File: src/core/spm_pkg.sv
// Constants, register map and field layout of the serial port block
// How it works
// - As slave, select is input; low select activates, data-out drives only if enabled.
// - Slave select going high resets bit counter and drops partial byte.
// - Master with select as output: select pin is plain output, no effect.
// - Select driven low as master-with-input clears master bit; pins become inputs.
// - That forced fall to slave also sets the completion flag.
// - Control bit 7 enables interrupt with completion flag and global enable.
// - Control bit 6 enables the port; nothing shifts while it is zero.
// - Control bit 5 one sends least significant bit first, else most.
// - Control bit 4 selects master when one, slave when zero.
// - Control bit 3 sets clock idle level and leading edge direction.
// - Control bit 2 zero samples on leading edge, one on trailing edge.
// - Rate bits pick divisor 4,16,64,128 or 2,8,32,64 with double speed.
// - Rate bits have no effect in slave role.
// - Status bit 7 set at completion; cleared by vector or status-then-data access.
// - Status bit 6 set on data write during transfer; cleared by status-then-data access only, not by vector.
// - Status bits 5 to 1 always read zero.
// - Status bit 0 doubles master clock rate; shortest period two clocks.
// - Master data write starts clock, shifts eight bits, stops, sets completion.
// - Send single buffered, receive double buffered; read before next byte ends.
// - Data read returns receive buffer; data write loads shifter and starts.
package spm_pkg;

	// Byte addresses on the bus
	localparam logic [7:0] ADDR_CTRL   = 8'h00;
	localparam logic [7:0] ADDR_STATUS = 8'h04;
	localparam logic [7:0] ADDR_DATA   = 8'h08;
	localparam logic [7:0] ADDR_PINCFG = 8'h0C;

	// Control register fields
	localparam int CTRL_IE    = 7;
	localparam int CTRL_EN    = 6;
	localparam int CTRL_ORDER = 5;
	localparam int CTRL_MASTER_ROLE_SELECT  = 4;
	localparam int CTRL_CLOCK_IDLE_POLARITY  = 3;
	localparam int CTRL_CLOCK_SAMPLE_PHASE  = 2;
	localparam int CTRL_RHI   = 1;
	localparam int CTRL_RLO   = 0;

	// Status register fields
	localparam int STAT_DONE = 7;
	localparam int STAT_WRITE_COLLISION_FLAG = 6;
	localparam int STAT_X2   = 0;

	// Pin configuration fields
	localparam int PIN_MOSI_DIR = 0;
	localparam int PIN_MISO_DIR = 1;
	localparam int PIN_SCK_DIR  = 2;
	localparam int PIN_SS_DIR   = 3;
	localparam int PIN_SS_OUT   = 4;

	// Values after reset
	localparam logic [7:0] CTRL_RESET   = 8'h00;
	localparam logic [7:0] PINCFG_RESET = 8'h00;
	localparam logic [7:0] DATA_RESET   = 8'h00;

	// System clock divisors of the master serial clock
	localparam logic [7:0] DIV_N0 = 8'h04;
	localparam logic [7:0] DIV_N1 = 8'h10;
	localparam logic [7:0] DIV_N2 = 8'h40;
	localparam logic [7:0] DIV_N3 = 8'h80;
	localparam logic [7:0] DIV_D0 = 8'h02;
	localparam logic [7:0] DIV_D1 = 8'h08;
	localparam logic [7:0] DIV_D2 = 8'h20;
	localparam logic [7:0] DIV_D3 = 8'h40;

	// Clock edges in one byte, index of the last
	localparam logic [3:0] LAST_EDGE = 4'hF;

endpackage

File: src/core/spm_port.sv
// Serial peripheral port, master or slave, with AHB-Lite register access
//
// Design decisions made here: the register addresses and the AHB-Lite interface to the registers.
`timescale 1ns/1ns
module spm_port
	import spm_pkg::*;
(
	input  wire logic        hclk,
	input  wire logic        hresetn,
	input  wire logic        hsel,
	input  wire logic [31:0] haddr,
	input  wire logic [1:0]  htrans,
	input  wire logic        hwrite,
	input  wire logic [2:0]  hsize,
	input  wire logic [31:0] hwdata,
	input  wire logic        hready,
	output logic             hreadyout,
	output logic [31:0]      hrdata,
	output logic             hresp,
	input  wire logic        global_irq_enable,
	input  wire logic        irq_vector_ack,
	output logic             irq_request,
	input  wire logic        sck_in,
	output logic             sck_out,
	output logic             sck_oe,
	input  wire logic        mosi_in,
	output logic             mosi_out,
	output logic             mosi_oe,
	input  wire logic        miso_in,
	output logic             miso_out,
	output logic             miso_oe,
	input  wire logic        ss_n_in,
	output logic             ss_n_out,
	output logic             ss_n_oe
);

	// Half serial clock period in system clocks
	function automatic logic [6:0] half_period(input logic x2, input logic [1:0] code);
		logic [7:0] div;
		div = DIV_N0;
		unique case ({x2, code})
			3'b000: div = DIV_N0;
			3'b001: div = DIV_N1;
			3'b010: div = DIV_N2;
			3'b011: div = DIV_N3;
			3'b100: div = DIV_D0;
			3'b101: div = DIV_D1;
			3'b110: div = DIV_D2;
			3'b111: div = DIV_D3;
		endcase
		return div[7:1];
	endfunction

	logic [7:0] ctrl;
	logic [7:0] pincfg;
	logic       dbl_speed;
	logic       done_flag;
	logic       write_collision_flag_flag;
	logic       clr_armed;
	logic [7:0] rxbuf;
	logic [7:0] shreg;
	logic       out_bit;
	logic [3:0] ecnt;
	logic       busy;
	logic [6:0] div_cnt;
	logic       sck_lvl;
	logic       sck_s1, sck_s2, sck_prev;
	logic       mosi_s1, mosi_s2;
	logic       miso_s1, miso_s2;
	logic       ss_s1, ss_s2;
	logic       ph_valid;
	logic       ph_write;
	logic [7:0] ph_addr;

	logic       en, master_role_select, ss_low, fault, slave_act, in_bit;
	logic [6:0] half;
	logic       m_edge, s_edge, edge_now, sample, done, out_end;
	logic [7:0] next_shreg;
	logic       addr_ok, rd_status, rd_data, wr_data, xfer_active, start, collide;
	logic       data_access;
	logic [1:0] samp_q, last_q;
	logic [7:0] rxsh, next_rxsh;
	logic       rx_tick, rx_last;

	// Two-stage synchronisers for every pin input
	always_ff @(posedge hclk or negedge hresetn) begin
		if (!hresetn) begin
			sck_s1  <= 1'b0;
			sck_s2  <= 1'b0;
			sck_prev <= 1'b0;
			mosi_s1 <= 1'b0;
			mosi_s2 <= 1'b0;
			miso_s1 <= 1'b0;
			miso_s2 <= 1'b0;
			ss_s1   <= 1'b1;
			ss_s2   <= 1'b1;
		end else begin
			sck_s1  <= sck_in;
			sck_s2  <= sck_s1;
			sck_prev <= sck_s2;
			mosi_s1 <= mosi_in;
			mosi_s2 <= mosi_s1;
			miso_s1 <= miso_in;
			miso_s2 <= miso_s1;
			ss_s1   <= ss_n_in;
			ss_s2   <= ss_s1;
		end
	end

	// Role, select and fault decode
	assign en        = ctrl[CTRL_EN];
	assign master_role_select      = ctrl[CTRL_MASTER_ROLE_SELECT];
	assign ss_low    = !ss_s2;
	// select low while master with select as input
	assign fault     = en && master_role_select && !pincfg[PIN_SS_DIR] && ss_low;
	// slave active only while select held low
	assign slave_act = en && !master_role_select && ss_low;
	assign in_bit    = master_role_select ? miso_s2 : mosi_s2;

	// divisor only steers the master clock generator
	assign half   = half_period(dbl_speed, {ctrl[CTRL_RHI], ctrl[CTRL_RLO]});
	assign m_edge = busy && (div_cnt == half - 7'h01);
	assign s_edge = slave_act && (sck_s2 != sck_prev);
	assign edge_now = m_edge || s_edge;
	// even edges lead; phase bit picks sampling edge
	assign sample = (!ecnt[0]) ^ ctrl[CTRL_CLOCK_SAMPLE_PHASE];
	assign done   = edge_now && (ecnt == LAST_EDGE);

	assign next_shreg = ctrl[CTRL_ORDER] ? {in_bit, shreg[7:1]} : {shreg[6:0], in_bit};
	assign out_end    = ctrl[CTRL_ORDER] ? shreg[0] : shreg[7];

	// Bus decode, address phase and data phase
	assign addr_ok     = hsel && htrans[1] && hready;
	assign rd_status   = addr_ok && !hwrite && (haddr[7:0] == ADDR_STATUS);
	assign rd_data     = addr_ok && !hwrite && (haddr[7:0] == ADDR_DATA);
	assign wr_data     = ph_valid && ph_write && (ph_addr == ADDR_DATA);
	assign xfer_active = busy || (slave_act && ecnt != 4'h0);
	assign start       = wr_data && !xfer_active && en && master_role_select && !fault;
	assign collide     = wr_data && xfer_active;
	assign data_access = rd_data || wr_data;

	// Latch the address phase
	always_ff @(posedge hclk or negedge hresetn) begin
		if (!hresetn) begin
			ph_valid <= 1'b0;
			ph_write <= 1'b0;
			ph_addr  <= 8'h00;
		end else if (hready) begin
			ph_valid <= hsel && htrans[1];
			ph_write <= hwrite;
			ph_addr  <= haddr[7:0];
		end
	end

	// Zero-wait OKAY responses
	always_ff @(posedge hclk or negedge hresetn) begin
		if (!hresetn) begin
			hreadyout <= 1'b1;
			hresp     <= 1'b0;
		end else begin
			hreadyout <= 1'b1;
			hresp     <= 1'b0;
		end
	end

	// Read data captured at the address phase
	always_ff @(posedge hclk or negedge hresetn) begin
		if (!hresetn) begin
			hrdata <= 32'h0;
		end else if (addr_ok && !hwrite) begin
			unique case (haddr[7:0])
				ADDR_CTRL:   hrdata <= {24'h0, ctrl};
				ADDR_STATUS: hrdata <= {24'h0, done_flag, write_collision_flag_flag, 5'h00, dbl_speed};
				// data read returns the receive buffer
				ADDR_DATA:   hrdata <= {24'h0, rxbuf};
				ADDR_PINCFG: hrdata <= {24'h0, pincfg};
				default:     hrdata <= 32'h0;
			endcase
		end
	end

	// Control register; fault overrides a write
	always_ff @(posedge hclk or negedge hresetn) begin
		if (!hresetn) begin
			ctrl <= CTRL_RESET;
		end else begin
			if (ph_valid && ph_write && ph_addr == ADDR_CTRL)
				ctrl <= hwdata[7:0];
			// drop to slave on select fault
			if (fault)
				ctrl[CTRL_MASTER_ROLE_SELECT] <= 1'b0;
		end
	end

	// Pin configuration and double speed
	always_ff @(posedge hclk or negedge hresetn) begin
		if (!hresetn) begin
			pincfg    <= PINCFG_RESET;
			dbl_speed <= 1'b0;
		end else if (ph_valid && ph_write) begin
			if (ph_addr == ADDR_PINCFG)
				pincfg <= hwdata[7:0];
			// double speed in status bit 0
			if (ph_addr == ADDR_STATUS)
				dbl_speed <= hwdata[STAT_X2];
		end
	end

	// Status read arms the flag clear by a later data access
	always_ff @(posedge hclk or negedge hresetn) begin
		if (!hresetn)
			clr_armed <= 1'b0;
		else if (rd_status)
			clr_armed <= done_flag || write_collision_flag_flag;
		else if (data_access)
			clr_armed <= 1'b0;
	end

	// Completion flag, set wins over clear
	always_ff @(posedge hclk or negedge hresetn) begin
		if (!hresetn) begin
			done_flag <= 1'b0;
		end else if (rx_last || fault) begin
			done_flag <= 1'b1;
		// cleared by vector or armed data access
		end else if (irq_vector_ack || (data_access && clr_armed)) begin
			done_flag <= 1'b0;
		end
	end

	// Collision flag, set wins over clear
	always_ff @(posedge hclk or negedge hresetn) begin
		if (!hresetn) begin
			write_collision_flag_flag <= 1'b0;
		// set on collision, cleared by armed access
		end else if (collide) begin
			write_collision_flag_flag <= 1'b1;
		end else if (data_access && clr_armed) begin
			write_collision_flag_flag <= 1'b0;
		end
	end

	// Interrupt request
	always_ff @(posedge hclk or negedge hresetn) begin
		if (!hresetn)
			irq_request <= 1'b0;
		else
			irq_request <= ctrl[CTRL_IE] && done_flag && global_irq_enable;
	end

	// Master clock generator state
	always_ff @(posedge hclk or negedge hresetn) begin
		if (!hresetn) begin
			busy <= 1'b0;
		// only an enabled master runs the clock
		end else if (!en || !master_role_select || fault) begin
			busy <= 1'b0;
		end else if (start) begin
			busy <= 1'b1;
		// clock stops after the last edge
		end else if (done && m_edge) begin
			busy <= 1'b0;
		end
	end

	always_ff @(posedge hclk or negedge hresetn) begin
		if (!hresetn)
			div_cnt <= 7'h00;
		else if (!busy || start || m_edge)
			div_cnt <= 7'h00;
		else
			div_cnt <= div_cnt + 7'h01;
	end

	// clock rests at the idle level and toggles per edge
	always_ff @(posedge hclk or negedge hresetn) begin
		if (!hresetn)
			sck_lvl <= 1'b0;
		else if (!busy)
			sck_lvl <= ctrl[CTRL_CLOCK_IDLE_POLARITY];
		else if (m_edge)
			sck_lvl <= !sck_lvl;
	end

	// Edge counter for both roles
	always_ff @(posedge hclk or negedge hresetn) begin
		if (!hresetn) begin
			ecnt <= 4'h0;
		// select high resets the slave counter
		end else if (!en || fault || (!master_role_select && !ss_low) || start) begin
			ecnt <= 4'h0;
		end else if (edge_now) begin
			ecnt <= done ? 4'h0 : ecnt + 4'h1;
		end
	end

	// Shift register: loaded by idle write, shifted on sample edges
	always_ff @(posedge hclk or negedge hresetn) begin
		if (!hresetn)
			shreg <= DATA_RESET;
		else if (wr_data && !xfer_active)
			shreg <= hwdata[7:0];
		else if (edge_now && sample)
			shreg <= next_shreg;
	end

	// Output bit: first bit on load, next bit on setup edges
	always_ff @(posedge hclk or negedge hresetn) begin
		if (!hresetn)
			out_bit <= 1'b0;
		else if (wr_data && !xfer_active)
			out_bit <= ctrl[CTRL_ORDER] ? hwdata[0] : hwdata[7];
		// setup edge presents the next bit
		else if (edge_now && !sample)
			out_bit <= out_end;
		else if (ecnt == 4'h0 && !edge_now)
			out_bit <= out_end;
	end

	// Receive path; master samples wait out the miso synchroniser
	always_ff @(posedge hclk or negedge hresetn) begin
		if (!hresetn) begin
			samp_q <= 2'b00;
			last_q <= 2'b00;
			rxsh   <= DATA_RESET;
		end else begin
			samp_q <= {samp_q[0], m_edge && sample};
			last_q <= {last_q[0], done && m_edge};
			if (rx_tick)
				rxsh <= next_rxsh;
		end
	end

	// Aligned sample and byte end; master completion lands two clocks late
	assign rx_tick   = master_role_select ? samp_q[1] : (s_edge && sample);
	assign rx_last   = master_role_select ? last_q[1] : (done && s_edge);
	assign next_rxsh = ctrl[CTRL_ORDER] ? {in_bit, rxsh[7:1]} : {rxsh[6:0], in_bit};

	// finished byte moves to the receive buffer
	always_ff @(posedge hclk or negedge hresetn) begin
		if (!hresetn)
			rxbuf <= DATA_RESET;
		else if (rx_last)
			rxbuf <= rx_tick ? next_rxsh : rxsh;
	end

	// Pin drive enables and select output
	always_ff @(posedge hclk or negedge hresetn) begin
		if (!hresetn) begin
			sck_oe   <= 1'b0;
			mosi_oe  <= 1'b0;
			miso_oe  <= 1'b0;
			ss_n_oe  <= 1'b0;
			ss_n_out <= 1'b1;
		end else begin
			// master pins drive only as enabled master
			sck_oe   <= en && master_role_select && !fault && pincfg[PIN_SCK_DIR];
			mosi_oe  <= en && master_role_select && !fault && pincfg[PIN_MOSI_DIR];
			// slave data out only while selected
			miso_oe  <= slave_act && pincfg[PIN_MISO_DIR];
			// select as plain output outside slave role
			ss_n_oe  <= pincfg[PIN_SS_DIR] && !(en && !master_role_select);
			ss_n_out <= pincfg[PIN_SS_OUT];
		end
	end

	assign sck_out  = sck_lvl;
	assign mosi_out = out_bit;
	assign miso_out = out_bit;

	// Cycles since the last master clock toggle
	logic [7:0] hcnt;
	always_ff @(posedge hclk or negedge hresetn) begin
		if (!hresetn)
			hcnt <= 8'h00;
		else if (!busy || m_edge)
			hcnt <= 8'h00;
		else if (hcnt != 8'hFF)
			hcnt <= hcnt + 8'h01;
	end
endmodule

File: config.mk
export PLATFORM = sky130hd
export DESIGN_NAME = spm_port
export DESIGN_NICKNAME = d
export VERILOG_FILES = /design/src/core/spm_pkg.sv /design/src/core/spm_port.sv
export SDC_FILE = /design/constraint.sdc
export NUM_CORES = 1
export LEC_CHECK = 0
export BUFFER_PORTS_ARGS = -buffer_cell sky130_fd_sc_hd__buf_2
export CAP_MARGIN = 0
export CORE_MARGIN = 1.5
export CORE_UTILIZATION = 35
export CTS_CLUSTER_DIAMETER = 60
export DETAILED_ROUTE_END_ITERATION = 16
export PLACE_DENSITY = 0.6
export SYNTH_ARGS = -nofsm -noshare
export SYNTH_HDL_FRONTEND = slang
export SYNTH_SLANG_ARGS = --single-unit
export TNS_END_PERCENT = 50
File: constraint.sdc
create_clock -name hclk -period 5.8 [get_ports hclk]
set_input_delay 1.16 -clock hclk [delete_from_list [all_inputs] [get_ports hclk]]
set_output_delay 1.16 -clock hclk [all_outputs]
set_load 0.03 [all_outputs]
Word level (Yosys, flattened, before mapping)
Memories as Yosys holds them, arrays and structs flattened.
Index checks and enable logic that the tools add are counted.
- bits in registers: 119
- bits in read-only memories: 56
- memories kept: 1
- reduce and logical (&&, ||, !) cells: 78
- add/sub/neg operators: 3
- equal/unequal tests: 10
- mux-type cells: 31
- bitwise gates (word level): 1
- memory list (memory ; words ; width ; rd ports ; clocked after memory_dff ; wr ports ; line ; text):
    (no name shown) ; 8 ; 7 ; 1 ; 0 ; 0 ; spm_port.sv:41 ; unique case ({x2, code})
- operators by type and width (cell ; number):
    2-to-1 mux 8 bit ; 5
    logical AND 1 bit ; 38
    equality test 8 x 4 -> 1 bit (second input constant) ; 4
    case mux 8 bit (4 select lines) ; 1
    2-to-1 mux 1 bit ; 20
    equality test 8 x 3 -> 1 bit (second input constant) ; 2
    logical NOT 8 bit ; 2
    logical NOT 1 bit ; 13
    logical OR 1 bit ; 13
    2-to-1 mux 4 bit ; 3
    nonzero test 2 bit ; 6
    adder 7 x 1 -> 7 bit (second input constant) ; 1
    equality test 7 bit ; 1
    2-to-1 mux 7 bit ; 1
    subtractor 7 x 1 -> 7 bit (second input constant) ; 1
    nonzero test 3 bit ; 2
    2-to-1 mux 5 bit ; 1
    adder 4 x 1 -> 4 bit (second input constant) ; 1
    equality test 4 bit (second input constant) ; 1
    logical NOT 4 bit ; 1
    AND reduction 2 bit ; 2
    nonzero test 4 bit ; 1
    inequality test 2 x 1 -> 1 bit (second input constant) ; 1
    inequality test 1 bit ; 1
    bitwise XOR 1 bit ; 1

Depth between registers and ports, before layout
- depth in word-level cells: 13
- depth in mapped cells: 12

Worst setup path after synthesis
No wires, ideal clock.
- kind: register to register
- start point: reg ctrl[0]
- end point: reg shreg[0]
- clock period less this slack: 2.865 ns
- arrival: 2.728 ns
- setup time: 0.137 ns
- slack: 2.935 ns
- stages on the path, launching flop included: 13
- cells stage by stage: dfrtp_1 buf_6 or3b_4 ha_1 buf_2 or2b_1 a21boi_0 o21bai_1 a2111oi_4 o21ai_2 buf_2 mux2i_1 a21oi_1
- cells in the longest elaborated chain, start to end: 7
- ends and longest elaborated chain (item ; line ; text):
    start, declared ; spm_port.sv:54 ; logic [7:0] ctrl;
    start signal, assigned ; spm_port.sv:188 ; ctrl <= hwdata[7:0];
    memory read (8 x 7 bit) ; - ;
    subtractor 7 x 1 -> 7 bit ; spm_port.sv:122 ; assign m_edge = busy && (div_cnt == half - 7'h01);
    equality test 7 bit ; spm_port.sv:122 ;
    logical AND 1 bit ; spm_port.sv:122 ;
    logical OR 1 bit ; spm_port.sv:124 ; assign edge_now = m_edge || s_edge;
    logical AND 1 bit ; spm_port.sv:303 ; else if (edge_now && sample)
    nonzero test 2 bit (no source line) ; - ;
    end signal, assigned ; spm_port.sv:302 ; shreg <= hwdata[7:0];
    end signal, assigned ; spm_port.sv:304 ; shreg <= next_shreg;
    end, declared ; spm_port.sv:61 ; logic [7:0] shreg;
Every way passes these cells.
A chain may end at the register's enable or synchronous reset.

Final worst setup path
- start point: reg ctrl[1]
- end point: reg shreg[1]
Same word-level chain as after synthesis.

==> metrics <==
cell taking the most area after synthesis=dfrtp_1; met3 wire len=~400 um; Max-slew headroom=between 20% and 30%; synthesized area=~4700 um^2; period utilization=57.41%; fill cell count=~1300; initial core utilization=around 36%; Routed WL per cell=~15 um; CP max stage delay=around 600 ps; Synth Instances=approximately 400; DR top layer=met4; LEAKAGE=~2.3 nW; Setup crit start kind=flip-flop; GRT overflow=0; # rows=about 40; Worst Clk Skew=between 5 and 6 ps; share of cells above drive strength 1=roughly a quarter; CTS H-tree lvls=3; Met1 Wirelength=roughly 4800 um; launch point of the worst hold path=sck_s1$_DFF_PN0_; post_cts resized=0; Pint=roughly 1.1 mW; global-route usage over all layers=14.68%; CTS tree=done; Vias per Instance=4.965; count of unique library cells instantiated by Yosys=58; CP max stage cell=a2111oi_4; Routed Antenna Nets=0; Seq cells post-synth=95; switch share=roughly a quarter; max-cap violations=0; CTS clk-pin slew, worst paths=roughly 70 ps; Core Region=between 10000 and 15000 um^2; first-pass GRT wire length=16010 um; Clk pwr share=just under 40%; Avg Cell Area, Syn=roughly 11 um^2; Fin Setup TNS=0 ps; CTS buffer count=9; Horiz. Die Dim=approximately 120 um; post-synth top area share=about half; minimum clock period=3330 ps; Crit Path Class=flip-flop to flip-flop; most frequent cell after synthesis=dfrtp_1; final setup fails=0; DRT Pass-1 Iters=4; Reg power frac=about half; Least-Margin Pin Slew=1114 ps; Seq/Total Area, Yosys=~51%; nets=532; met2 wire length=4302 um; CTS Hold Bufs=0; Hold Crit Class=flip-flop to flip-flop; DRC violations left=0; I/O Buffers=44; Worst setup startpoint=ctrl[1]$_DFFE_PN0P_; RR Startpoint=ctrl[1]$_DFFE_PN0P_; WP data required=between 6000 and 7000 ps; Post-synth top flop=dfrtp_1; post-detail-place hpwl=slightly below 7000 um; global placer's final weighted congestion=0.7612; root buffer selected by CTS=clkbuf_16; Clk Latency, worst-skew pair=~350 ps; Net Sw Power=roughly 400 uW; Post-synth top cells=dfrtp_1 (92), mux2_2 (34), nand2_1 (32), nor2_1 (30), buf_4 (27); fin. max-slew vios=0; Detailed Route WL=just under 10000 um; RSZ-0062 raised after global routing=no; number of diodes=0; peak supply drop=~140 uV; Final Cell Area=5197 um^2; vias in the first global route=approximately 3000; EDFF count, synth=0; routed via count=between 3000 and 4000; CP Max Fanout=15; Area Overhead vs Synth=11.67%; Hold Fails Final Rpt=0; placed instance area=between 4000 and 5000 um^2; io pins=123; initial antenna violation count=0; clk sinks=between 90 and 100; postcts setup bufs=0; top post-synthesis cells by area=dfrtp_1 (49%), mux2_2 (8.2%), mux2i_1 (4.7%), buf_4 (4.4%), nand2_1 (2.6%); YS warnings=0; largest net degree at the start of global routing=67; outcome=finished clean; Max Buffers Root-to-Sink=2; Power Density=292.3 nW/um^2; Setup crit end kind=flip-flop; Logic pwr share=roughly 11%; ys async rst share=100.0%; f_max=between 300 and 400 MHz; crit-path cells=or3b_4 > ha_1 > or2b_1 > a21boi_0 > o21bai_1 > a2111oi_4 > o21ai_2 > o311ai_0; initial DRC count=156; chip height=between 100 and 150 um; crit path DAT=around 3600 ps; area of the die=between 10000 and 15000 um^2
==> power groups by stage <==
stage	clock, mW	sequential, mW	combinational (mW)
4_1_cts	0.611	0.749	0.173
5_1_grt	0.644	0.756	0.191
3_3_place_gp	0	0.760	0.167
2_1_floorplan	0	0.751	0.138
6_report	0.598	0.750	0.171
3_5_place_dp	0	0.762	0.172
==> worst max-delay path, delay by kind of cell, from the launching register on <==
family	cells	cell delay (ps)
compound gates	5	1690
simple gates	2	690
flops	1	500
fa+ha+maj	1	310
==> kinds of logic (layout without fill, tap and decap cells) <==
logic type	after synthesis	after routing	share of synthesized area, %
buf+inv	51	67	6.747
other cells	2	26	0.1614
simple gates	116	116	12.88
compound gates	70	70	10.38
fa+ha+maj	4	4	1.075
xor+xnor	14	14	2.634
flops	95	95	51.16
mux	60	60	14.97
==> path summary, 6_finish.rpt <==
check	to	slack, ps	depth (start not counted)
max reg2reg	shreg[1]$_DFFE_PN0P_	2470	8
max	shreg[1]$_DFFE_PN0P_	2470	8
min reg2reg	sck_s2$_DFF_PN0_	350	0
min in group asynchronous	mosi_s2$_DFF_PN0_	740	1
min	sck_s2$_DFF_PN0_	350	0
max in group asynchronous	miso_oe$_DFF_PN0_	3920	2
==> layout by cell type (no fill, tap or decap), types with 2 or more instances in the layout <==
master / n
a21boi_0: 3
a21oi_1: 19
a22o_1: 5
a31oi_1: 3
and2_1: 6
and3_1: 5
buf_2: 43
buf_4: 2
clkbuf_16: 9
clkinv_4: 2
conb_1: 26
dfrtp_1: 92
dfstp_2: 3
ha_1: 4
inv_1: 7
inv_6: 2
mux2_2: 34
mux2i_1: 22
mux4_2: 2
nand2_1: 32
nand2b_1: 2
nand3_1: 14
nand3b_1: 3
nand4bb_1: 2
nor2_1: 30
nor4_1: 3
o211ai_1: 3
o21ai_0: 18
o22ai_1: 2
o311ai_0: 6
or2_2: 2
or2b_1: 2
or3_1: 4
or4_4: 2
xnor2_1: 8
xor2_1: 6
==> area by class of cell <==
type	count	area [um^2]	share of cell area, %
clock inverter	6	70.07	1.348
inverter	7	26.28	0.5055
sequential	95	2381	45.81
tap	172	215.2	4.141
clock buffer	9	225.2	4.333
multi-input combinational	290	2049	39.43
timing repair buffer	45	230.2	4.429
==> registers in the layout, summed over array words and instances (netlist names), 2 cells and up <==
signal   count
ecnt         4
rxbuf        8
ph_addr      8
ctrl         8
shreg        8
pincfg       8
samp_q       2
rxsh         8
last_q       2
div_cnt      7
hrdata       8
==> routing by layer <==
layer	track usage, %	vias to the layer above
met5	0	-
met1	21.44	1526
met3	3.234	6
met4	5.640	0
met2	21.11	86
li1	-	1480
==> per-stage QoR <==
step	hold slack, ps	instances	util [%]	worst slack (ps)	total power, mW
2_1_floorplan	331.2	436	-	2935	0.8887
3_3_place_gp	333.3	609	38.38	2629	0.9272
3_5_place_dp	335.6	609	38.38	2555	0.9341
4_1_cts	351.1	624	40.69	2490	1.534
5_1_grt	361.7	624	40.69	2294	1.592
6_report	348.0	624	40.69	2470	1.519
(Power assumes the default switching activity.)
